[config.mk]
export PLATFORM = sky130hd
export DESIGN_NAME = config_irq_activity_ctrl
export DESIGN_NICKNAME = d
export VERILOG_FILES = /design/src/common/cfg_pkg.sv /design/src/common/irq_if.sv /design/src/logic/config_irq_activity_ctrl.sv /design/src/logic/irq_pin_gen.sv
export SDC_FILE = /design/constraint.sdc
export NUM_CORES = 1
export LEC_CHECK = 0
export ABC_AREA = 0
export BUFFER_PORTS_ARGS = -buffer_cell sky130_fd_sc_hd__buf_2
export CAP_MARGIN = 20
export CORE_MARGIN = 5
export CORE_UTILIZATION = 25
export DETAILED_ROUTE_END_ITERATION = 12
export REMOVE_ABC_BUFFERS = 1
export SETUP_SLACK_MARGIN = 0.15
export SLEW_MARGIN = 30
export SYNTH_ARGS = -nofsm -noshare
export SYNTH_HDL_FRONTEND = slang
export SYNTH_SLANG_ARGS = --single-unit
[constraint.sdc]
create_clock -name clk -period 2.2 [get_ports clk]
set_input_delay 0.55 -clock clk [delete_from_list [all_inputs] [get_ports clk]]
set_output_delay 0.55 -clock clk [all_outputs]
set_load 0.005 [all_outputs]
[src/common/cfg_pkg.sv]
// Constants shared by the configuration, interrupt and activity logic.
// Assumes a single device clock at the rate given below.
`default_nettype none
package cfg_pkg;
    localparam int REG_W = 16;
    localparam int ADDR_W = 16;
    localparam logic [ADDR_W-1:0] TOP_CFG_OFFSET = 16'h0000;
    localparam logic [REG_W-1:0] TOP_CFG_RESET = 16'h0000;
    localparam int TX_ONLY_BIT = 3;
    localparam int IRQ_STYLE_BIT = 2;
    localparam int MON_ACT_BIT = 1;
    localparam int RESERVED_BIT = 0;
    localparam int NUM_RT = 2;
    // Timing, in nanoseconds as given, then in clock cycles
    localparam int CLK_PERIOD_NS = 100;
    localparam int IRQ_PULSE_NS = 1000;
    localparam int ACK_MIN_NS = 250;
    // Pulse is a least width, acknowledge a least width: both round up
    localparam int IRQ_PULSE_CYC =
        (IRQ_PULSE_NS + CLK_PERIOD_NS - 1) / CLK_PERIOD_NS;
    localparam int ACK_MIN_CYC =
        (ACK_MIN_NS + CLK_PERIOD_NS - 1) / CLK_PERIOD_NS;
    localparam int CNT_W = 4;
    typedef enum logic [1:0] {IRQ_IDLE, IRQ_PULSE, IRQ_HOLD} irq_state_t;
endpackage
`default_nettype wire

[src/common/irq_if.sv]
// Carrier between the configuration block and the interrupt pin generator.
// All signals are on the device clock.
`default_nettype none
interface irq_if;
    logic event_pulse;
    logic level_style;
    logic ack_level;
    logic irq_n;
    modport ctrl (output event_pulse, output level_style,
                  output ack_level, input irq_n);
    modport gen (input event_pulse, input level_style,
                 input ack_level, output irq_n);
endinterface
`default_nettype wire

[src/logic/config_irq_activity_ctrl.sv]
// Low control bits of the top-level configuration register, the bus
// shutdown bookkeeping of the remote terminals, the interrupt pin style
// and the activity output. Mode code strobes, inhibit bits and activity
// flags come from logic on the same clock; the acknowledge is a pin.
// Function
// - Host-managed shutdown off: device fulfils selected-bus shutdown and override itself.
// - Host-managed shutdown on: device ignores those two mode codes.
// - Pulse style: each enabled interrupt event starts or restarts an active-low 1us pulse.
// - Level style: request held low until host acknowledges, then high.
// - Report bit off: monitor activity alone does not assert activity.
// - Report bit on: enabled monitor activity is ORed into activity output.
// - Bit 0 has no function and always reads zero.
// - Transmit-only bit clear blocks both directions; set blocks transmit only.
`default_nettype none
module config_irq_activity_ctrl #(
    parameter int NRT = cfg_pkg::NUM_RT
) (
    // Clock and reset
    input wire logic clk,
    input wire logic arst_n,
    // Host register port
    input wire logic host_wr,
    input wire logic [cfg_pkg::ADDR_W-1:0] host_addr,
    input wire logic [cfg_pkg::REG_W-1:0] host_wdata,
    output logic [cfg_pkg::REG_W-1:0] host_rdata,
    // Remote terminal shutdown controls
    input wire logic [NRT-1:0] host_managed_shutdown,
    input wire logic [NRT-1:0] bus_a_inhibit,
    input wire logic [NRT-1:0] bus_b_inhibit,
    input wire logic [NRT-1:0] sel_shutdown_mc,
    input wire logic [NRT-1:0] sel_override_mc,
    input wire logic [NRT-1:0] sel_bus_is_b,
    output logic [NRT-1:0] tx_block_a,
    output logic [NRT-1:0] rx_block_a,
    output logic [NRT-1:0] tx_block_b,
    output logic [NRT-1:0] rx_block_b,
    // Interrupt pins
    input wire logic irq_event,
    input wire logic interrupt_acknowledge_in,
    output logic interrupt_request_n,
    // Activity
    input wire logic terminal_active,
    input wire logic monitor_active,
    input wire logic monitor_other_involved,
    output logic activity
);
    import cfg_pkg::*;

    logic shutdown_transmit_only_sel;
    logic interrupt_style_select;
    logic monitor_activity_report;
    logic [NRT-1:0] auto_inh_a;
    logic [NRT-1:0] auto_inh_b;
    logic ack_meta;
    logic ack_sync;

    irq_if irq_link ();

    // Register decode
    wire logic addr_hit = (host_addr == TOP_CFG_OFFSET);
    wire logic cfg_wr = host_wr && addr_hit;
    wire logic [REG_W-1:0] cfg_view =
        (REG_W'(shutdown_transmit_only_sel) << TX_ONLY_BIT) |
        (REG_W'(interrupt_style_select) << IRQ_STYLE_BIT) |
        (REG_W'(monitor_activity_report) << MON_ACT_BIT);
    // Bit 0 is never stored, so it reads zero
    wire logic [REG_W-1:0] next_rdata = addr_hit ? cfg_view : '0;

    always_ff @(posedge clk or negedge arst_n)
    begin
        if (!arst_n)
        begin
            shutdown_transmit_only_sel <= TOP_CFG_RESET[TX_ONLY_BIT];
            interrupt_style_select <= TOP_CFG_RESET[IRQ_STYLE_BIT];
            monitor_activity_report <= TOP_CFG_RESET[MON_ACT_BIT];
        end
        else if (cfg_wr)
        begin
            shutdown_transmit_only_sel <= host_wdata[TX_ONLY_BIT];
            interrupt_style_select <= host_wdata[IRQ_STYLE_BIT];
            monitor_activity_report <= host_wdata[MON_ACT_BIT];
        end
    end

    always_ff @(posedge clk or negedge arst_n)
    begin
        if (!arst_n)
            host_rdata <= '0;
        else
            host_rdata <= next_rdata;
    end

    // Automatic selected-bus shutdown; host-managed terminals keep state
    wire logic [NRT-1:0] auto_ok = ~host_managed_shutdown;
    wire logic [NRT-1:0] set_a = sel_shutdown_mc & ~sel_bus_is_b & auto_ok;
    wire logic [NRT-1:0] set_b = sel_shutdown_mc & sel_bus_is_b & auto_ok;
    wire logic [NRT-1:0] clr_a = sel_override_mc & ~sel_bus_is_b & auto_ok;
    wire logic [NRT-1:0] clr_b = sel_override_mc & sel_bus_is_b & auto_ok;
    // Shutdown wins if both codes land together
    wire logic [NRT-1:0] next_auto_a = (auto_inh_a & ~clr_a) | set_a;
    wire logic [NRT-1:0] next_auto_b = (auto_inh_b & ~clr_b) | set_b;

    always_ff @(posedge clk or negedge arst_n)
    begin
        if (!arst_n)
        begin
            auto_inh_a <= '0;
            auto_inh_b <= '0;
        end
        else
        begin
            auto_inh_a <= next_auto_a;
            auto_inh_b <= next_auto_b;
        end
    end

    // Host inhibit writes act whatever the automation setting
    wire logic [NRT-1:0] inh_a = bus_a_inhibit | auto_inh_a;
    wire logic [NRT-1:0] inh_b = bus_b_inhibit | auto_inh_b;
    wire logic [NRT-1:0] rx_gate = {NRT{~shutdown_transmit_only_sel}};

    always_ff @(posedge clk or negedge arst_n)
    begin
        if (!arst_n)
        begin
            tx_block_a <= '0;
            tx_block_b <= '0;
            rx_block_a <= '0;
            rx_block_b <= '0;
        end
        else
        begin
            tx_block_a <= inh_a;
            tx_block_b <= inh_b;
            rx_block_a <= inh_a & rx_gate;
            rx_block_b <= inh_b & rx_gate;
        end
    end

    // Acknowledge pin is asynchronous; only ack_sync feeds logic
    always_ff @(posedge clk or negedge arst_n)
    begin
        if (!arst_n)
        begin
            ack_meta <= 1'b0;
            ack_sync <= 1'b0;
        end
        else
        begin
            ack_meta <= interrupt_acknowledge_in;
            ack_sync <= ack_meta;
        end
    end

    assign irq_link.event_pulse = irq_event;
    assign irq_link.level_style = interrupt_style_select;
    assign irq_link.ack_level = ack_sync;
    assign interrupt_request_n = irq_link.irq_n;

    irq_pin_gen u_irq (
        .clk(clk),
        .arst_n(arst_n),
        .port(irq_link.gen)
    );

    // Monitor activity counts only when reported or shared with a terminal
    wire logic mon_counts = monitor_active &&
        (monitor_activity_report || monitor_other_involved);
    wire logic next_activity = terminal_active || mon_counts;

    always_ff @(posedge clk or negedge arst_n)
    begin
        if (!arst_n)
            activity <= 1'b0;
        else
            activity <= next_activity;
    end

    a_auto_shutdown: assert property (@(posedge clk) disable iff (!arst_n)
        (|set_a) |=> ((auto_inh_a & $past(set_a)) == $past(set_a)))
        else $error("automatic shutdown not taken");
    a_auto_override: assert property (@(posedge clk) disable iff (!arst_n)
        (|(clr_b & ~set_b))
        |=> ((auto_inh_b & $past(clr_b & ~set_b)) == '0))
        else $error("automatic override not taken");
    a_host_managed: assert property (@(posedge clk) disable iff (!arst_n)
        ##1 (((auto_inh_a ^ $past(auto_inh_a)) |
              (auto_inh_b ^ $past(auto_inh_b)))
             & $past(host_managed_shutdown)) == '0)
        else $error("host-managed terminal changed on its own");
    a_tx_only_rx: assert property (@(posedge clk) disable iff (!arst_n)
        shutdown_transmit_only_sel |=> (rx_block_a == '0 &&
            rx_block_b == '0))
        else $error("receive blocked in transmit-only mode");
    a_full_block: assert property (@(posedge clk) disable iff (!arst_n)
        !shutdown_transmit_only_sel |=> (rx_block_a == tx_block_a &&
            rx_block_b == tx_block_b))
        else $error("receive and transmit blocks differ");
    a_host_inhibit: assert property (@(posedge clk) disable iff (!arst_n)
        (|bus_a_inhibit) |=> ((tx_block_a & $past(bus_a_inhibit)) ==
            $past(bus_a_inhibit)))
        else $error("host inhibit did not block transmit");
    a_mon_silent: assert property (@(posedge clk) disable iff (!arst_n)
        (!monitor_activity_report && !monitor_other_involved &&
         !terminal_active) |=> !activity)
        else $error("unreported monitor activity shown");
    a_mon_report: assert property (@(posedge clk) disable iff (!arst_n)
        (monitor_activity_report && monitor_active) |=> activity)
        else $error("reported monitor activity missing");
    a_reserved_zero: assert property (@(posedge clk) disable iff (!arst_n)
        host_rdata[RESERVED_BIT] == 1'b0 &&
        host_rdata[REG_W-1:TX_ONLY_BIT+1] == '0)
        else $error("unused bits read nonzero");
    a_cfg_write: assert property (@(posedge clk) disable iff (!arst_n)
        cfg_wr ##1 addr_hit |=> (host_rdata[TX_ONLY_BIT:MON_ACT_BIT] ==
            $past(host_wdata[TX_ONLY_BIT:MON_ACT_BIT], 2)))
        else $error("written configuration not read back");
    a_pulse_low: assert property (@(posedge clk) disable iff (!arst_n)
        (interrupt_request_n && irq_event)
        |=> !interrupt_request_n)
        else $error("event did not lower interrupt request");
endmodule
`default_nettype wire

[src/logic/irq_pin_gen.sv]
// Drives the active-low interrupt request as a timed pulse or a held level.
// Expects a synchronised acknowledge level and a one-cycle event strobe.
`default_nettype none
module irq_pin_gen (
    // Clock and reset
    input wire logic clk,
    input wire logic arst_n,
    // Control side
    irq_if.gen port
);
    import cfg_pkg::*;
    localparam logic [CNT_W-1:0] PULSE_LAST = CNT_W'(IRQ_PULSE_CYC - 1);
    localparam logic [CNT_W-1:0] ACK_LAST = CNT_W'(ACK_MIN_CYC - 1);
    localparam int PULSE_MAX = IRQ_PULSE_CYC;

    irq_state_t state;
    irq_state_t next_state;
    logic [CNT_W-1:0] cnt;
    logic [CNT_W-1:0] next_cnt;
    logic [CNT_W-1:0] ack_cnt;
    logic [CNT_W-1:0] next_ack_cnt;
    logic irq_n_q;

    // Held long enough once the acknowledge has stood ACK_MIN_CYC cycles
    wire logic ack_done = port.ack_level && (ack_cnt == ACK_LAST);
    wire logic pulse_done = (cnt == '0);

    assign next_ack_cnt = !port.ack_level ? '0 :
                          (ack_cnt == ACK_LAST) ? ack_cnt :
                          CNT_W'(ack_cnt + 1'b1);

    always_comb
    begin
        next_state = state;
        next_cnt = cnt;
        unique case (state)
            IRQ_IDLE:
            begin
                if (port.event_pulse)
                begin
                    next_state = port.level_style ? IRQ_HOLD : IRQ_PULSE;
                    next_cnt = PULSE_LAST;
                end
            end
            IRQ_PULSE:
            begin
                // A new event restarts the pulse rather than being lost
                if (port.event_pulse)
                    next_cnt = PULSE_LAST;
                else if (pulse_done)
                    next_state = IRQ_IDLE;
                else
                    next_cnt = CNT_W'(cnt - 1'b1);
            end
            IRQ_HOLD:
            begin
                // An event in the release cycle wins over the acknowledge
                if (ack_done && !port.event_pulse)
                    next_state = IRQ_IDLE;
            end
            // The fourth code of the state word is unused: recover to idle
            default:
            begin
                next_state = IRQ_IDLE;
                next_cnt = '0;
            end
        endcase
    end

    always_ff @(posedge clk or negedge arst_n)
    begin
        if (!arst_n)
        begin
            state <= IRQ_IDLE;
            cnt <= '0;
            ack_cnt <= '0;
            irq_n_q <= 1'b1;
        end
        else
        begin
            state <= next_state;
            cnt <= next_cnt;
            // A fresh event demands a fresh acknowledge
            ack_cnt <= port.event_pulse ? '0 : next_ack_cnt;
            irq_n_q <= (next_state == IRQ_IDLE);
        end
    end

    assign port.irq_n = irq_n_q;

    a_pulse_start: assert property (@(posedge clk) disable iff (!arst_n)
        (state == IRQ_IDLE && port.event_pulse && !port.level_style)
        |=> (!port.irq_n && cnt == PULSE_LAST))
        else $error("pulse did not start at full width");
    a_pulse_end: assert property (@(posedge clk) disable iff (!arst_n)
        ($fell(port.irq_n) && state == IRQ_PULSE)
        |-> ##[1:PULSE_MAX] (port.irq_n || port.event_pulse))
        else $error("pulse outlived its width");
    a_level_hold: assert property (@(posedge clk) disable iff (!arst_n)
        (state == IRQ_HOLD && !port.ack_level) |=> !port.irq_n)
        else $error("level request dropped without acknowledge");
    a_ack_release: assert property (@(posedge clk) disable iff (!arst_n)
        (state == IRQ_HOLD && port.ack_level && !port.event_pulse)[*3]
        |=> port.irq_n)
        else $error("acknowledge did not release request");
endmodule
`default_nettype wire

# Yosys cells after proc, flatten, opt, wreduce, memory -nomap -nowiden
# Cells that the tools add are included.
[totals]
ff_bits = 33
latch_bits = 0
ramBits = 0
rom_bits = 0
mem_count = 0
[op_classes]
n_addsub = 2
n_mul = 0
n_div = 0
order_cmp = 0
n_eq_ne = 6
n_shift = 0
muxes = 14
bitwise_logic = 24
n_reduce_logical = 12
[op_table]
columns = ["op", "n"]
rows = [
  ["two-way mux 4 bit", 7],
  ["bitwise AND 2 bit", 12],
  ["zero test 16 bit", 1],
  ["one-hot mux 4 bit (3 select lines)", 1],
  ["two-way mux 2 bit", 5],
  ["inverter 2 bit", 4],
  ["OR 2 bit", 4],
  ["!= test 3 bit, second input constant", 2],
  ["one-hot mux 2 bit (3 select lines)", 1],
  ["adder 4 x 1 -> 4 bit, second input constant", 1],
  ["== test 4 x 2 -> 1 bit, second input constant", 1],
  ["logical AND 1 bit", 4],
  ["zero test 2 bit", 2],
  ["zero test 4 bit", 1],
  ["OR 4 x 2 -> 4 bit", 1],
  ["OR 4 x 3 -> 4 bit", 1],
  ["subtractor 4 x 1 -> 4 bit, second input constant", 1],
  ["AND reduction 3 bit", 1],
  ["== test 2 x 1 -> 1 bit, second input constant", 1],
  ["== test 2 bit, second input constant", 1],
  ["logical OR 1 bit", 2],
  ["!= test 2 bit, second input constant", 1],
  ["inverter 1 bit", 2],
  ["zero test 1 bit", 1],
]

# Logic depth before layout (Yosys ltp)
# Gate-level depths: netlist of the first run.
[logic_depth]
word_depth = 6
mapped_depth = 6

# Cells and area by module
# Synthesis of the first run repeated with hierarchy kept, for this count alone.
[unflattened]
hier_cells = 142
hier_area_um2 = 1514.0
[modules_own_cells]
columns = ["module", "n_inst", "cells_per_inst", "area_each_um2"]
rows = [
  ["config_irq_activity_ctrl", 1, 74, 880.8],
  ["irq_pin_gen", 1, 68, 633.1],
]

# Worst setup path after synthesis of the first run
# No wires, ideal clock.
[synth_timing]
path_kind = "input-to-reg"
from = "input host_addr[10] (netlist name)"
to = "register interrupt_style_select"
setup_time_ns = 0.125
arrival_ns = 1.540
setup_slack_ns = 0.535
cell_stages = 4
n_path_buf = 0
path_cell_list = "nor4_1 > nand4_1 > or2_4 > mux2_4"
[synth_via]
elab_chain_cells = 2
[synth_lines]
columns = ["item", "line_no", "rtl"]
rows = [
  ["from (decl)", "config_irq_activity_ctrl.sv:23", "input wire logic [cfg_pkg::ADDR_W-1:0] host_addr,"],
  ["zero test 16 bit", "config_irq_activity_ctrl.sv:60", "wire logic addr_hit = (host_addr == TOP_CFG_OFFSET);"],
  ["logical AND 1 bit", "config_irq_activity_ctrl.sv:61", "wire logic cfg_wr = host_wr && addr_hit;"],
  ["to (signal assigned)", "config_irq_activity_ctrl.sv:74", "interrupt_style_select <= TOP_CFG_RESET[IRQ_STYLE_BIT];"],
  ["to (signal assigned)", "config_irq_activity_ctrl.sv:80", "interrupt_style_select <= host_wdata[IRQ_STYLE_BIT];"],
  ["to (decl)", "config_irq_activity_ctrl.sv:50", "logic interrupt_style_select;"],
]
# No other way between the ends.
# A chain may end at the register's enable or synchronous reset.

# Worst setup path after layout of the first run
[layout_timing]
from = "register u_irq.cnt[0]"
to = "register u_irq.cnt[0]"
[layout_via]
elab_chain_cells = 4
[layout_lines]
columns = ["item", "line_no", "rtl"]
rows = [
  ["from (decl)", "irq_pin_gen.sv:18", "logic [CNT_W-1:0] cnt;"],
  ["from (signal assigned)", "irq_pin_gen.sv:82", "cnt <= next_cnt;"],
  ["subtractor 4 x 1 -> 4 bit", "irq_pin_gen.sv:53", "next_cnt = CNT_W'(cnt - 1'b1);"],
  ["two-way mux 4 bit", "irq_pin_gen.sv:50", "else if (pulse_done)"],
  ["two-way mux 4 bit", "irq_pin_gen.sv:48", "if (port.event_pulse)"],
  ["one-hot mux 4 bit (3 select lines)", "irq_pin_gen.sv:36", "unique case (state)"],
]
# Parallel ways exist; a longest one is shown, timed or not. The select of a mux whose other input is x is not followed.

==> metrics.txt, run 1 <==
status=complete, no violations; Tightest Pin Transition=703 ps; Distinct cells, synth=39; Die Ht=87.4 um; most frequent cell after synthesis=dfrtp_1; Final #Nets=247; pre-CTS setup slack=251 ps; Clock Latency Late Sink=290 ps; Final Hold Slack=312 ps; max_cap viols=0; postcts setup bufs=0; DP HPWL=2.42 mm; final period utilization=0.745; busiest grt layer=met2; clock-pin slew on the worst setup and hold paths=70 ps; most frequent cells after synthesis=dfrtp_1 (31), buf_4 (13), inv_1 (9); clk buf depth=2; RePlAce Congestion=0.731; Finished Core Util=0.323; Hold WC Path Type=input port to asynchronous set/reset pin; final instance area=0.00190 mm^2; CTS root buffer=clkbuf_8; Setup violations, final=0; routed vias/inst=4.24; RSZ-0062 raised after global routing=no; Avg WL per Cell=11.5 um; I/O pins=78; Post-CTS Hold Buffers=0; yosys warns=0; PortBufs=51; Critical Path Fanout Max=5; cts bufs inserted=5; die area=0.00764 mm^2; CTS resizes=0; Setup crit end kind=flip-flop; FP Rows=28; cell count after synthesis=136; router iterations before antenna repair=4; overflow left after global routing=0; Worst Path Buf+Inv=1; Starting Density=0.255; FF+latch count, synth=32; asr flop ratio synth=1.00; share of the synthesized area in the top cell type=0.518; n_diodes=0; largest net degree at the start of global routing=33; Core Box Area=0.00589 mm^2; total wire length=3.07 mm; placed insts=259; Crit path required time=2400 ps; number of synthesized flops with an enable pin=0; Slew headroom=0.531; fin crit period=1640 ps; Peak VDD IR=0.217 mV; crit-path cells=inv_1, ha_1, nor4b_2, nand2b_2, xnor2_1, a221oi_2; Via Count=1133; LEAKAGE=0.881 nW; Crit path max-delay family=simple AND/OR/NAND/NOR gates; mapped cell area=0.00150 mm^2; most area-consuming cells after synthesis=dfrtp_1 (52%), buf_4 (6.5%), ha_1 (3.3%); initial antenna violation count=0; GR Layer Usage met1=0.106; Die W=87.4 um; final setup TNS=0 ps; ys flop type=dfrtp_1; CTS tree=yes; Total GRT Usage=0.0867; Final ANT Viol Nets=0; CP arrival=1830 ps; CP max-delay cell=dfrtp_1; Cell Area, Placed=0.00179 mm^2; CP peak stage delay=400 ps; CTS HTree Levels=2; Worst Setup Start Kind=flip-flop; area leader, netlist=dfrtp_1; total power=1.63 mW; Final Max Tran Viols=0; M2 GR Usage=0.132; residual DRC count=0; Largest regs=u_irq.ack_cnt x4, u_irq.cnt x4, host_rdata x3; Fin. Hold Viols=0; Layout area overhead=27.0%; CP Class=flip-flop to flip-flop; fmax=610 MHz; Starting DRT DRC Count=47; first-pass GRT wire length=5.04 mm; Post-Layout Cell Count=267; layout cell share with drive strength beyond 1=0.375; skew final=5.45 ps; met3 track demand over resource=0.0303; number of global-route vias before repair=1103; Mapped Avg Cell Area=11.0 um^2; PwrDens=858 mW/mm^2; Worst Setup Slack, final=561 ps; CTS Sinks=32; post-synthesis sequential area ratio=0.535
worst paths after layout:
kind                                          start                       end  slack (ps)  depth (start not counted)
setup / recovery           u_irq.cnt[0]$_DFFE_PN0P_  u_irq.cnt[0]$_DFFE_PN0P_         560                          6
hold / removal                               arst_n  u_irq.cnt[2]$_DFFE_PN0P_         310                          1
setup reg to reg           u_irq.cnt[0]$_DFFE_PN0P_  u_irq.cnt[0]$_DFFE_PN0P_         560                          6
hold reg to reg                  ack_meta$_DFF_PN0_        ack_sync$_DFF_PN0_         350                          0
max in group asynchronous                    arst_n  u_irq.cnt[3]$_DFFE_PN0P_        1440                          1
min in group clk                 ack_meta$_DFF_PN0_        ack_sync$_DFF_PN0_         350                          0
cell type report:
class / count / area [um^2]
fill: 627 / 3980
sequential: 32 / 802
multi-input combinational: 89 / 591
timing repair buffer: 51 / 255
tap: 75 / 93.8
clock buffer: 5 / 68.8
clock inverter: 3 / 46.3
inverter: 12 / 46.3
layer usage:
metal	vias to the layer above	part of all wire
met5	-	0
met4	0	0.019
met3	5	0.090
met2	44	0.51
met1	540	0.38
li1	544	-
placed cells by master (no fill, tap or decap), types with 5 or more instances in the layout:
master / instances
dfrtp_1: 31
conb_1: 13
o21ai_0: 6
buf_2: 51
clkbuf_8: 5
nor2_1: 8
inv_1: 9
a21oi_1: 6
report_power, final:
group          switching, mW  internal [mW]
clock                  0.231          0.341
combinational          0.156          0.166
sequential            0.0688          0.671
total                  0.456           1.18
worst reg2reg max path, stage by stage, from the launching register on:
cell,delay [ps]
dfrtp_1,400
inv_1,130
ha_1,180
nor4b_2,300
nand2b_2,260
xnor2_1,90
a221oi_2,200
logic make-up (layout without fill, tap and decap cells):
logic type,count (synthesis),count (layout),share of synthesized area
buffers and inverters,27,71,0.101
DFF,32,32,0.535
other,1,13,0.00250
adders and majority gates,4,4,0.0334
muxes,3,3,0.0300
AOI/OAI and AO/OA,21,21,0.0927
and+or+nand+nor,43,43,0.176
xor gates and xnor gates,5,5,0.0292
Power figures use the tool's default switching activity.
==> inputs of run 2 (changes only) <==
- clock period: 2.2 -> 1.6 ns (I/O delays scaled with it)
==> run 2 against run 1 <==
Via count rose by 2.8%. Critical endpoint unchanged. Combinational power rose by 100%. Worst hold slack worse by 270 ps. Register-to-register slack got worse by 390 ps. Sequential share of layout area decreased by 2.1 points. Largest power group unchanged.
==> metrics.txt, run 2 (synthesis results as in run 1) <==
initial antenna violation count=0; Final #Nets=256; most common cell after layout, fill and taps aside=buf_2; Final ANT Viol Nets=0; RePlAce Congestion=0.793; PwrDens=1140 mW/mm^2; r2r setup slk=170 ps; Total GRT Usage=0.0911; Die W=87.4 um; Post-CTS Hold Buffers=0; CTS HTree Levels=2; final setup TNS=0 ps; crit-path cells=inv_2, ha_4, nor4b_4, nand2b_4, xnor2_2, a221oi_2; number of global-route vias before repair=1214; Crit path max-delay family=simple AND/OR/NAND/NOR gates; final period utilization=0.896; layout cell share with drive strength beyond 1=0.438; I/O pins=78; Die Ht=87.4 um; clock-pin slew on the worst setup and hold paths=70 ps; Final Max Tran Viols=0; fmax=697 MHz; Fin. Hold Viols=0; n_diodes=0; Hold WC Path Type=input port to asynchronous set/reset pin; worst r2r dst=u_irq.cnt[0]$_DFFE_PN0P_; largest net degree at the start of global routing=19; clk buf depth=2; Worst Path Buf+Inv=1; Core Box Area=0.00589 mm^2; Critical Path Fanout Max=3; CTS tree=yes; skew final=5.62 ps; Worst Setup Start Kind=flip-flop; Setup crit end kind=flip-flop; Crit path required time=1790 ps; first-pass GRT wire length=5.34 mm; DP HPWL=2.51 mm; routed vias/inst=4.22; Peak VDD IR=0.330 mV; fin crit period=1430 ps; CP arrival=1620 ps; CP peak stage delay=410 ps; Setup violations, final=0; residual DRC count=0; Via Count=1165; PortBufs=51; CTS Sinks=32; Starting Density=0.255; CTS root buffer=clkbuf_8; overflow left after global routing=0; FP Rows=28; max_cap viols=0; total wire length=3.21 mm; Worst R2R Start=u_irq.cnt[0]$_DFFE_PN0P_; status=complete, no violations; CP max-delay cell=dfrtp_1; Clock Latency Late Sink=280 ps; RSZ-0062 raised after global routing=yes; Largest regs=u_irq.ack_cnt x4, u_irq.cnt x4, host_rdata x3; most frequent cells in the layout=buf_2 (51), dfrtp_1 (31), conb_1 (13); LEAKAGE=0.925 nW; cts bufs inserted=5; Layout area overhead=33.7%; router iterations before antenna repair=3; die area=0.00764 mm^2; Avg WL per Cell=11.6 um; CP Class=flip-flop to flip-flop; Finished Core Util=0.341; Starting DRT DRC Count=66; R2R depth=6
## run 2: worst max path at each step
stage               cells after the start                                  to  slack, ps                     start
finish                                  6            u_irq.cnt[0]$_DFFE_PN0P_        170  u_irq.cnt[0]$_DFFE_PN0P_
global route                            6            u_irq.cnt[0]$_DFFE_PN0P_         60  u_irq.cnt[0]$_DFFE_PN0P_
CTS                                     6            u_irq.cnt[0]$_DFFE_PN0P_        160  u_irq.cnt[0]$_DFFE_PN0P_
detailed placement                      5  interrupt_style_select$_DFFE_PN0P_        -90              host_addr[1]
global placement                        5  interrupt_style_select$_DFFE_PN0P_        -60             host_addr[10]
floorplan                               4  interrupt_style_select$_DFFE_PN0P_         80             host_addr[10]
## run 2: stage by stage
| stage | std cells | total power, mW | setup WS [ps] | cell area [um^2] | hold WS, ps |
|---|---|---|---|---|---|
| 2_1_floorplan | 133 | 1.31 | 84.5 | 1440 | 104 |
| 3_3_place_gp | 267 | 1.53 | -56.6 | 1850 | 336 |
| 3_5_place_dp | 267 | 1.53 | -90.6 | 1850 | 337 |
| 4_1_cts | 276 | 2.24 | 159 | 1960 | 43.7 |
| 5_1_grt | 276 | 2.45 | 60.1 | 2000 | 67.1 |
| 6_report | 276 | 2.29 | 166 | 2000 | 38.4 |
## run 2: routing by layer
metal / routed length (um) / up-vias / global-route usage
met3: 235 / 7 / 0.0255
met5: 0 / - / 0
met4: 72 / 0 / 0.0544
met2: 1640 / 44 / 0.151
met1: 1260 / 546 / 0.103
li1: - / 568 / -
## run 2: cell type report
class | instances | area, um^2
clock buffer | 7 | 86.3
fill | 611 | 3880
multi-input combinational | 89 | 646
timing repair buffer | 60 | 323
clock inverter | 1 | 7.51
sequential | 32 | 802
inverter | 12 | 46.3
tap | 75 | 93.8
## run 2: where the power goes
part	internal (mW)	switching (mW)	total, mW
clock network	0.349	0.300	0.650
logic	0.350	0.295	0.645
registers	0.923	0.0772	1.00
## run 2: what timing repair did
item / CTS / global route
pin swaps: 0 / 3
setup buffers: 1 / 0
setup endpoints to repair: 3 / 6
gates resized for setup: 3 / 9
==> inputs of run 3 (changes only) <==
- CAP_MARGIN: 20 -> 10
- PLACE_DENSITY: unset -> 0.51
- clock period: 1.6 -> 1.85 ns (I/O delays scaled with it)
==> run 3 against run 2 <==
Worst hold slack better by 150 ps. Clock skew hardly changed. Power is 12% lower. Largest power group unchanged. Final cell count is 2.2% lower. Core utilization is 1.0 points lower. Non-clock buffer count is 6 lower. Register-to-register slack better by 120 ps.
==> metrics.txt, run 3 (synthesis results as in run 1) <==
residual DRC count=0; final setup TNS=0 ps; R2R depth=6; Final #Nets=250; FP Rows=28; Hold WC Path Type=input port to asynchronous set/reset pin; Die Ht=87.4 um; overflow left after global routing=0; total wire length=3.04 mm; Total GRT Usage=0.0889; Starting Density=0.255; Post-CTS Hold Buffers=0; clk buf depth=2; PwrDens=1040 mW/mm^2; cts bufs inserted=5; fin crit period=1570 ps; first-pass GRT wire length=5.23 mm; die area=0.00764 mm^2; Final ANT Viol Nets=0; largest net degree at the start of global routing=33; postcts setup bufs=0; Critical Path Fanout Max=5; Crit path required time=2040 ps; Die W=87.4 um; CTS Sinks=32; most common cell after layout, fill and taps aside=buf_2; layout cell share with drive strength beyond 1=0.385; router iterations before antenna repair=4; sequential cell area=802 um^2; Layout area overhead=29.8%; PortBufs=51; Final Hold Slack=189 ps; Via Count=1108; initial antenna violation count=0; Worst R2R Start=u_irq.cnt[0]$_DFFE_PN0P_; skew final=5.14 ps; clock-pin slew on the worst setup and hold paths=70 ps; max_cap viols=0; Cell Area, Placed=0.00181 mm^2; Largest regs=u_irq.ack_cnt x4, u_irq.cnt x4, host_rdata x3; DP HPWL=2.34 mm; Fin. Hold Viols=0; routed vias/inst=4.10; area of the multi-input gates=599 um^2; fillers=635; Finished Core Util=0.331; final instance area=0.00195 mm^2; CTS resizes=0; r2r setup slk=280 ps; RSZ-0062 raised after global routing=no; CP arrival=1760 ps; CP startpoint=u_irq.cnt[0]$_DFFE_PN0P_; n_diodes=0; CTS root buffer=clkbuf_8; Peak VDD IR=0.304 mV; worst r2r dst=u_irq.cnt[0]$_DFFE_PN0P_; number of global-route vias before repair=1184; RePlAce Congestion=0.735; CTS tree=yes; Starting DRT DRC Count=48; most frequent cells in the layout=buf_2 (51), dfrtp_1 (31), conb_1 (13); I/O pins=78; status=complete, no violations; Setup violations, final=0; CTS HTree Levels=2; total power=2.03 mW; Avg WL per Cell=11.3 um; LEAKAGE=0.907 nW; CP Capture Point=u_irq.cnt[0]$_DFFE_PN0P_; CP Class=flip-flop to flip-flop; Worst Setup Start Kind=flip-flop; Core Box Area=0.00589 mm^2; Final Max Tran Viols=0; fmax=638 MHz; Setup crit end kind=flip-flop; final period utilization=0.847; Clock Latency Late Sink=280 ps
[run 3: where the power goes]
part	internal (mW)	switching [mW]
sequential	0.798	0.0584
clock	0.475	0.268
combinational	0.213	0.215
total	1.49	0.541
[run 3: worst max-delay path, stage by stage (launching register included)]
cell	delay, ps
dfrtp_1	390
inv_1	120
ha_1	180
nor4b_4	250
nand2b_2	240
xnor2_1	90
a221oi_2	200
[run 3: final cells by class]
cell class	count	area share
Clock inverter	1	0.0154
Clock buffer	7	0.0495
Tap cell	75	0.0482
Timing Repair Buffer	54	0.143
Sequential cell	32	0.412
Multi-Input combinational cell	89	0.308
Inverter	12	0.0238
[run 3: per-stage QoR]
stage	instances	setup slack, ps
after floorplan	133	272
after global placement	262	108
after detailed placement	262	93.2
after CTS	270	218
after global routing	270	152
final	270	284
[run 3: worst min-delay path by stage]
stage,start,endpoint,slack [ps],depth (start not counted)
after floorplan,arst_n,ack_meta$_DFF_PN0_,170,0
after global placement,ack_meta$_DFF_PN0_,ack_sync$_DFF_PN0_,340,0
after detailed placement,ack_meta$_DFF_PN0_,ack_sync$_DFF_PN0_,340,0
after CTS,arst_n,u_irq.ack_cnt[3]$_DFFE_PN0P_,210,2
after global routing,arst_n,ack_meta$_DFF_PN0_,240,2
final,arst_n,u_irq.ack_cnt[2]$_DFFE_PN0P_,190,2
[run 3: per-layer routing]
layer  vias to the layer above  GRT usage  share of wire
li1                        554          -              -
met1                       507      0.107           0.41
met2                        40      0.140           0.49
met3                         7     0.0360          0.085
met4                         0     0.0377          0.013
met5                         -          0              0
